==> config.mk <==
export PLATFORM = sky130hd
export DESIGN_NAME = srpc_device_flat
export DESIGN_NICKNAME = d
export VERILOG_FILES = /design/src/hdl/srpc_pkg.sv /design/src/hdl/srpc_link_if.sv /design/src/hdl/srpc_row_counter.sv /design/src/hdl/srpc_device.sv /design/src/flat_wrapper.sv
export VERILOG_INCLUDE_DIRS = /design/src /design/src/hdl
export SDC_FILE = /design/constraint.sdc
export NUM_CORES = 1
export LEC_CHECK = 0
export BUFFER_PORTS_ARGS = -buffer_cell sky130_fd_sc_hd__buf_2
export CAP_MARGIN = 20
export CORE_UTILIZATION = 30
export CTS_BUF_LIST = sky130_fd_sc_hd__clkbuf_4
export DETAILED_ROUTE_END_ITERATION = 10
export PLACE_DENSITY_LB_ADDON = 0.25
export SYNTH_ARGS = -nofsm -noshare
export SYNTH_HDL_FRONTEND = slang
export SYNTH_SLANG_ARGS = --single-unit
==> constraint.sdc <==
create_clock -name clk -period 1.65 [get_ports clk]
set_input_delay 0.33 -clock clk [delete_from_list [all_inputs] [get_ports clk]]
set_output_delay 0.33 -clock clk [all_outputs]
set_load 0.005 [all_outputs]
==> src/hdl/srpc_params.svh <==
// Timing and width constants for the refresh and power control link
`ifndef SRPC_PARAMS_SVH
`define SRPC_PARAMS_SVH
`define SRPC_CLK_PERIOD_NS 100
`define SRPC_TRC_NS 60
`define SRPC_TRP_NS 18
`define SRPC_TIS_NS 2
`define SRPC_TREFI_NS 15600
`define SRPC_REFRESH_WINDOW_MS 64
`define SRPC_REFRESH_ROWS 4096
`define SRPC_ROW_BITS 12
`define SRPC_TRC_CYC ((`SRPC_TRC_NS + `SRPC_CLK_PERIOD_NS - 1) / `SRPC_CLK_PERIOD_NS)
`define SRPC_TRP_CYC ((`SRPC_TRP_NS + `SRPC_CLK_PERIOD_NS - 1) / `SRPC_CLK_PERIOD_NS)
`define SRPC_XSR_CYC \
   ((`SRPC_TRC_NS + `SRPC_TIS_NS + `SRPC_CLK_PERIOD_NS - 1) / `SRPC_CLK_PERIOD_NS)
`define SRPC_PDE_CYC \
   ((`SRPC_TIS_NS + `SRPC_CLK_PERIOD_NS + `SRPC_CLK_PERIOD_NS - 1) / `SRPC_CLK_PERIOD_NS)
`define SRPC_TREFI_CYC (`SRPC_TREFI_NS / `SRPC_CLK_PERIOD_NS)
`define SRPC_SELF_REF_CYC 16
`endif

==> src/hdl/srpc_pkg.sv <==
// Types shared by the refresh and power control ends
package srpc_pkg;
   typedef enum logic [1:0] {
      SRPC_MODE_ACTIVE,
      SRPC_MODE_SUSPEND,
      SRPC_MODE_LOW_POWER,
      SRPC_MODE_RETENTION
   } srpc_mode_type;
endpackage : srpc_pkg

==> src/hdl/srpc_link_if.sv <==
// Command pins between memory controller and memory device
interface srpc_link_if;
   logic cke;
   logic cs_n;
   logic ras_n;
   logic cas_n;
   logic we_n;
   logic [11:0] addr;
   logic dqm;
   logic [15:0] dq_to_mem;
   logic [15:0] dq_from_mem;
   logic dq_mem_oe;
   modport controller (output cke, cs_n, ras_n, cas_n, we_n, addr, dqm, dq_to_mem,
      input dq_from_mem, dq_mem_oe);
   modport device (input cke, cs_n, ras_n, cas_n, we_n, addr, dqm, dq_to_mem,
      output dq_from_mem, dq_mem_oe);
endinterface : srpc_link_if

==> src/hdl/srpc_row_counter.sv <==
// Wrapping refresh row counter
module srpc_row_counter #(
   parameter int ROW_BITS = 12
) (
   input wire logic clk,
   input wire logic resetn,
   input wire logic step,
   output logic [ROW_BITS-1:0] row
);
   always_ff @(posedge clk) begin
      if (!resetn) begin
         row <= '0;
      end else if (step) begin
         row <= row + 1'b1;
      end
   end
endmodule : srpc_row_counter

==> src/hdl/srpc_device.sv <==
// Memory device end: command qualification, refresh, suspend and low power idle
// Functional notes
// - Deselect ignores all command and address inputs
// - Strobes low low high with gate high
// - Row counter advances on each refresh
// - Controller issues 4096 refreshes per 64ms
// - Refresh only when idle and out of power-down
// - Only no-operations until row cycle ends
// - Precharge time between successive refreshes
// - Refresh pattern with gate low enters retention
// - Retention refreshes rows internally, no limit
// - Restart clock, then raise gate to exit
// - Only no-ops for retention exit wait
// - Refresh burst before and after retention; controller sends no burst, only a refresh that is already due
// - Gate low in burst freezes state next cycle
// - Gate low while idle enters low power
// - Suspend or low power at most 64ms
// - Internal clock restarts cycle after gate high
// - Buffers re-enabled on low power exit
// - Mask pin masks writes, disables reads
// - Refresh interval at most 15.6us average
// - Retention exit wait is row cycle plus setup
// - Low power exit setup is setup plus period
`include "srpc_params.svh"
module srpc_device import srpc_pkg::*; #(
   parameter int ROW_BITS = `SRPC_ROW_BITS,
   parameter int SELF_REF_CYC = `SRPC_SELF_REF_CYC
) (
   input wire logic clk,
   input wire logic resetn,
   srpc_link_if.device link,
   input wire logic bank_busy,
   input wire logic read_cycle,
   input wire logic write_cycle,
   input wire logic [15:0] read_data,
   output logic [ROW_BITS-1:0] refresh_row,
   output logic refresh_pulse,
   output logic [1:0] mode,
   output logic buffers_on,
   output logic write_accept,
   output logic [15:0] write_data
);
   srpc_mode_type state;
   logic cke_q1;
   logic cke_s;
   logic cs_q1, ras_q1, cas_q1, we_q1, dqm_q1;
   logic cs_s, ras_s, cas_s, we_s, dqm_s;
   logic [15:0] dq_q1;
   logic [15:0] dq_s;
   logic cke_prev;
   logic refresh_pattern;
   logic do_refresh;
   logic internal_tick;
   logic step;
   logic [7:0] self_cnt;
   logic dq_oe;
   logic [15:0] dq_out;

   // ****************
   // Input synchronisers
   // ****************
   always_ff @(posedge clk) begin
      if (!resetn) begin
         cke_q1 <= 1'b0;
         cke_s <= 1'b0;
         cs_q1 <= 1'b1;
         cs_s <= 1'b1;
         ras_q1 <= 1'b1;
         ras_s <= 1'b1;
         cas_q1 <= 1'b1;
         cas_s <= 1'b1;
         we_q1 <= 1'b1;
         we_s <= 1'b1;
         dqm_q1 <= 1'b1;
         dqm_s <= 1'b1;
         dq_q1 <= 16'h0000;
         dq_s <= 16'h0000;
      end else begin
         cke_q1 <= link.cke;
         cke_s <= cke_q1;
         cs_q1 <= link.cs_n;
         cs_s <= cs_q1;
         ras_q1 <= link.ras_n;
         ras_s <= ras_q1;
         cas_q1 <= link.cas_n;
         cas_s <= cas_q1;
         we_q1 <= link.we_n;
         we_s <= we_q1;
         dqm_q1 <= link.dqm;
         dqm_s <= dqm_q1;
         dq_q1 <= link.dq_to_mem;
         dq_s <= dq_q1;
      end
   end

   always_ff @(posedge clk) begin
      if (!resetn) begin
         cke_prev <= 1'b0;
      end else begin
         cke_prev <= cke_s;
      end
   end

   // ****************
   // Command decode
   // ****************
   // Address is never examined: refresh rows come from the internal counter
   assign refresh_pattern = !cs_s && !ras_s && !cas_s && we_s;
   assign do_refresh = refresh_pattern && cke_s && cke_prev && state == SRPC_MODE_ACTIVE;

   // ****************
   // Mode control
   // ****************
   always_ff @(posedge clk) begin
      if (!resetn) begin
         state <= SRPC_MODE_ACTIVE;
      end else begin
         case (state)
            SRPC_MODE_ACTIVE: begin
               if (cke_prev && !cke_s) begin
                  if (refresh_pattern) begin
                     state <= SRPC_MODE_RETENTION;
                  end else if (bank_busy) begin
                     state <= SRPC_MODE_SUSPEND;
                  end else begin
                     state <= SRPC_MODE_LOW_POWER;
                  end
               end
            end
            SRPC_MODE_SUSPEND: begin
               if (cke_s) begin
                  state <= SRPC_MODE_ACTIVE;
               end
            end
            SRPC_MODE_LOW_POWER: begin
               if (cke_s) begin
                  state <= SRPC_MODE_ACTIVE;
               end
            end
            SRPC_MODE_RETENTION: begin
               if (cke_s) begin
                  state <= SRPC_MODE_ACTIVE;
               end
            end
            default: begin
               state <= SRPC_MODE_ACTIVE;
            end
         endcase
      end
   end

   // ****************
   // Internal refresh timer for retention
   // ****************
   always_ff @(posedge clk) begin
      if (!resetn) begin
         self_cnt <= 8'h00;
      end else if (state == SRPC_MODE_RETENTION) begin
         if (self_cnt == 8'(SELF_REF_CYC - 1)) begin
            self_cnt <= 8'h00;
         end else begin
            self_cnt <= self_cnt + 8'h01;
         end
      end else begin
         self_cnt <= 8'h00;
      end
   end

   assign internal_tick = state == SRPC_MODE_RETENTION && self_cnt == 8'(SELF_REF_CYC - 1);
   assign step = do_refresh || internal_tick;

   srpc_row_counter #(.ROW_BITS(ROW_BITS)) u_rows (
      .clk(clk),
      .resetn(resetn),
      .step(step),
      .row(refresh_row)
   );

   // ****************
   // Outputs and data path
   // ****************
   always_ff @(posedge clk) begin
      if (!resetn) begin
         refresh_pulse <= 1'b0;
         mode <= 2'h0;
         buffers_on <= 1'b0;
      end else begin
         refresh_pulse <= step;
         mode <= state;
         buffers_on <= state == SRPC_MODE_ACTIVE || state == SRPC_MODE_SUSPEND;
      end
   end

   // Suspended state keeps write data frozen
   always_ff @(posedge clk) begin
      if (!resetn) begin
         write_accept <= 1'b0;
         write_data <= 16'h0000;
      end else begin
         write_accept <= write_cycle && !dqm_s && state == SRPC_MODE_ACTIVE && cke_s;
         if (write_cycle && !dqm_s && state == SRPC_MODE_ACTIVE && cke_s) begin
            write_data <= dq_s;
         end
      end
   end

   always_ff @(posedge clk) begin
      if (!resetn) begin
         dq_oe <= 1'b0;
         dq_out <= 16'h0000;
      end else begin
         dq_oe <= read_cycle && !dqm_s && state == SRPC_MODE_ACTIVE;
         dq_out <= read_data;
      end
   end

   assign link.dq_from_mem = dq_out;
   assign link.dq_mem_oe = dq_oe;
endmodule : srpc_device

==> src/flat_wrapper.sv <==
// flat-port wrapper written by rule: the top's interface ports become plain ports
module srpc_device_flat import srpc_pkg::*;
#(
   parameter int ROW_BITS = `SRPC_ROW_BITS,
   parameter int SELF_REF_CYC = `SRPC_SELF_REF_CYC
)
  (clk, resetn, bank_busy, read_cycle, write_cycle, read_data, refresh_row, refresh_pulse, mode, buffers_on, write_accept, write_data, link_cke, link_cs_n, link_ras_n, link_cas_n, link_we_n, link_addr, link_dqm, link_dq_to_mem, link_dq_from_mem, link_dq_mem_oe);
  srpc_link_if link_i ();
  input wire logic clk;
  input wire logic resetn;
  input wire logic bank_busy;
  input wire logic read_cycle;
  input wire logic write_cycle;
  input wire logic [15:0] read_data;
  output logic [ROW_BITS-1:0] refresh_row;
  output logic refresh_pulse;
  output logic [1:0] mode;
  output logic buffers_on;
  output logic write_accept;
  output logic [15:0] write_data;
  input wire logic [$bits(link_i.cke)-1:0] link_cke;
  input wire logic [$bits(link_i.cs_n)-1:0] link_cs_n;
  input wire logic [$bits(link_i.ras_n)-1:0] link_ras_n;
  input wire logic [$bits(link_i.cas_n)-1:0] link_cas_n;
  input wire logic [$bits(link_i.we_n)-1:0] link_we_n;
  input wire logic [$bits(link_i.addr)-1:0] link_addr;
  input wire logic [$bits(link_i.dqm)-1:0] link_dqm;
  input wire logic [$bits(link_i.dq_to_mem)-1:0] link_dq_to_mem;
  output wire logic [$bits(link_i.dq_from_mem)-1:0] link_dq_from_mem;
  output wire logic [$bits(link_i.dq_mem_oe)-1:0] link_dq_mem_oe;
  assign link_i.cke = link_cke;
  assign link_i.cs_n = link_cs_n;
  assign link_i.ras_n = link_ras_n;
  assign link_i.cas_n = link_cas_n;
  assign link_i.we_n = link_we_n;
  assign link_i.addr = link_addr;
  assign link_i.dqm = link_dqm;
  assign link_i.dq_to_mem = link_dq_to_mem;
  assign link_dq_from_mem = link_i.dq_from_mem;
  assign link_dq_mem_oe = link_i.dq_mem_oe;
  srpc_device #(.ROW_BITS(ROW_BITS), .SELF_REF_CYC(SELF_REF_CYC)) u_core (.clk(clk), .resetn(resetn), .link(link_i), .bank_busy(bank_busy), .read_cycle(read_cycle), .write_cycle(write_cycle), .read_data(read_data), .refresh_row(refresh_row), .refresh_pulse(refresh_pulse), .mode(mode), .buffers_on(buffers_on), .write_accept(write_accept), .write_data(write_data));
endmodule
==> load_flow_metrics.sql <==
INSERT INTO impl_metrics (metric_group, metric, value, unit) VALUES
('setup_path', 'arrival_time_worst_endpoint', '1.89', 'ns'),
('synth', 'synthesized_area_fraction_occupied_by_and_or_nand_nor_cells', '26.5', '%'),
('floorplanning', 'start_util', '31.3', '%'),
('floorplanning', 'die_width', '109', 'um'),
('power_and_ir_drop', 'power.share.sequential', '61.5', '%'),
('synth', 'synth_cell_type_count', '25', ''),
('finish', 'final-instance-count-excl-fill', '583', ''),
('floorplanning', 'num_io_pins', '105', ''),
('synth', 'syn-instance-count', '338', ''),
('synth', 'synthesized_area_fraction_occupied_by_ao_oa_aoi_and_oai_cells', '5.32', '%'),
('finish', 'num_antenna_cells', '0', ''),
('power_and_ir_drop', 'max-vdd-ir-drop', '0.565', 'mV'),
('synth', 'post_synth_fa_ha_maj_area_fraction', '0.729', '%'),
('drt', 'via_per_inst', '4.26', ''),
('hold_path', 'holdCritPathClass', 'in -> reg', ''),
('global_routing', 'grt.total_usage', '11.9', '%'),
('global_routing', 'number_of_antenna_violations_at_the_first_check_in_global_routing', '0', ''),
('power_and_ir_drop', 'clock_power_share', '34.3', '%'),
('sta', 'final_period_util', '91.6', '%'),
('sta', 'finalSetupViolCount', '0', ''),
('status', 'run_status', 'finished clean', ''),
('drt', 'route.detailed.drc', '0', ''),
('clocking', 'cts_hold_bufs', '0', ''),
('global_routing', 'grt_start_max_net_pins', '43', ''),
('setup_path', 'critical_path_peak_fanout', '6', ''),
('power_and_ir_drop', 'internal_power', '3.33', 'mW'),
('floorplanning', 'floorplan.die_area', '11900', 'um^2'),
('synth', 'synthXorXnorAreaFrac', '1.53', '%'),
('clocking', 'clkSinkCount', '105', ''),
('synth', 'synth-seq-cells', '105', ''),
('setup_path', 'critPathCaptureType', 'flip-flop', ''),
('synth', 'synth.most_common_cell', 'dfxtp_1', ''),
('finish', 'fillCellCount', '1120', ''),
('synth', 'synth_nets', '395', ''),
('setup_path', 'crit_path_max_incr_delay', '0.40', 'ns'),
('drt', 'wl_per_cell', '11.3', 'um'),
('setup_path', 'worst_ep_required_time', '2.03', 'ns'),
('synth', 'synth-edff-count', '0', ''),
('synth', 'synth_largest_type_area_fraction', '61.2', '%'),
('drt', 'finalWirelength', '6590', 'um'),
('synth', 'ys_dominant_reg_cell', 'dfxtp_1', ''),
('finish', 'flow.area_growth_from_synthesis', '24.5', '%'),
('clocking', 'h-tree-depth', '3', ''),
('floorplanning', 'fp-row-count', '38', ''),
('drt', 'routed.top_layer', 'met4', ''),
('finish', 'finish.net_count', '495', ''),
('synth', 'synth_async_sr_flop_share', '0', '%'),
('power_and_ir_drop', 'power_frac_comb', '4.1', '%'),
('sta', 'final.setup.tns', '0', 'ns'),
('power_and_ir_drop', 'switching_share', '22.1', '%'),
('sta', 'tightest_slew', '0.352', 'ns'),
('floorplanning', 'floorplan.die.height', '109', 'um'),
('finish', 'drive_above_1_share', '28.4', '%'),
('synth', 'post_synth_instance_area', '3430', 'um^2'),
('setup_path', 'worstPathCellList', 'nor4_4 -> nand4_1 -> buf_4 -> a21oi_1 -> mux2i_1', ''),
('run', 'max_cap_violations', '0', ''),
('clocking', 'clk_root_buffer_cell', 'clkbuf_4', ''),
('floorplanning', 'coreArea', '11000', 'um^2'),
('drt', 'met2_length', '3110', 'um'),
('power_and_ir_drop', 'switchingPower', '943', 'uW'),
('synth', 'synth-seq-area-share', '61.2', '%'),
('clocking', 'worstSkewPairLatency', '0.44', 'ns'),
('global_routing', 'first_pass_grt_wire_length', '10800', 'um'),
('global_routing', 'via_count_of_the_first_global_routing_pass', '2378', ''),
('placed_design', 'detailedPlacementHpwl', '4590', 'um'),
('sta', 'final-max-slew-violation-count', '0', ''),
('placed_design', 'gp_congestion', '0.746', ''),
('drt', 'met3RoutedLength', '286', 'um'),
('global_routing', 'overflow', '0', ''),
('drt', 'vias', '2486', ''),
('setup_path', 'critical_path.startpoint_type', 'flip-flop', '');
[layout by cell type (no fill, tap or decap)]
cell	netlist	layout
and4_1	1	1
clkinvlp_4	0	3
xnor2_1	4	4
nor2_1	12	12
and3_1	11	11
mux2i_1	9	9
and2_1	53	53
nor4_4	1	1
nor3b_2	1	1
ha_1	2	2
dfxtp_1	105	105
inv_1	3	3
clkbuf_4	0	9
nand2b_1	21	21
a21o_1	2	2
buf_2	3	92
xor2_1	2	2
buf_4	0	12
o21ai_2	0	1
a21oi_1	29	29
nand4_1	4	4
a21boi_1	1	1
o21ai_0	3	2
nor4b_4	1	1
inv_6	0	2
bufinv_16	0	2
nand3_2	0	1
nand3_1	14	13
nand2_1	43	43
nor3_2	1	1
[power by group through the flow]
stage               Combinational [mW]  Clock (mW)  Sequential (mW)
floorplan                       0.0859           0             2.69
global placement                 0.178           0             2.68
detailed placement               0.183           0             2.69
CTS                              0.183        1.55             2.63
global route                     0.200        1.64             2.64
finish                           0.177        1.47             2.63
[worst max-delay path, delay by kind of cell (launching register included)]
| family | cells | cell delay, ns |
|---|---|---|
| buf+inv | 1 | 0.18 |
| simple gates | 2 | 0.50 |
| flops | 1 | 0.40 |
| compound gates | 1 | 0.17 |
| mux | 1 | 0.21 |
[state kept, by name, indices dropped and copies added, names as in the netlist, 2 cells and up]
register	flops
u_core.dq_s	16
u_core.link.dq_from_mem	16
u_core.u_rows.row	12
u_core.mode	2
u_core.state	2
u_core.dq_q1	16
u_core.self_cnt	8
u_core.write_data	16
[final timing paths]
path	start	endpoint	slack (ns)	cells past startpoint
max	u_core.self_cnt[4]	u_core.u_rows.row[9]	0.14	5
min	link_ras_n	u_core.ras_q1	0.06	2
max reg2reg	u_core.self_cnt[4]	u_core.u_rows.row[9]	0.14	5
min reg2reg	u_core.we_q1	u_core.we_s	0.42	1
[per-stage QoR]
step	cell area (um^2)	setup slack [ns]	power [mW]	util (%)	hold WS [ns]
final	4280	0.139	4.28	38.9	0.0611
after global routing	4280	0.000812	4.48	38.9	0.000922
after CTS	4260	0.0103	4.36	38.8	0.0194
after detailed placement	4090	0.0419	2.87	37.3	0.392
after global placement	4090	0.104	2.86	37.3	0.394
after floorplan	3430	0.164	2.77	-	0.386
[cell families (layout without fill, tap and decap cells)]
kind of cell             Yosys count  count (layout)
multiplexers                       9               9
AND/OR/NAND/NOR                  163             163
XOR/XNOR                           6               6
buffers and inverters             18             123
flip-flops                       105             105
adder cells (fa/ha/maj)            2               2
AO/OA/AOI/OAI                     35              35
[metal layers]
metal	GRT usage, %	vias up
met5	0	-
met4	4.73	0
met3	4.42	6
met2	19.9	55
met1	13.7	1128
li1	-	1297
[area by class of cell]
class / instances / area [um^2] / area share [%]
clock inverter: 7 / 100 / 2.34
multi-input combinational: 215 / 1270 / 29.7
sequential: 105 / 2100 / 49.2
tap: 140 / 175 / 4.10
timing repair buffer: 104 / 551 / 12.9
inverter: 3 / 11.3 / 0.263
clock buffer: 9 / 67.6 / 1.58
[what timing repair did]
action | CTS | global route
endpoints found under the setup margin | 0 | 9
buffers inserted | 0 | 1
gates resized for setup | 0 | 3
(Power assumes the default switching activity.)
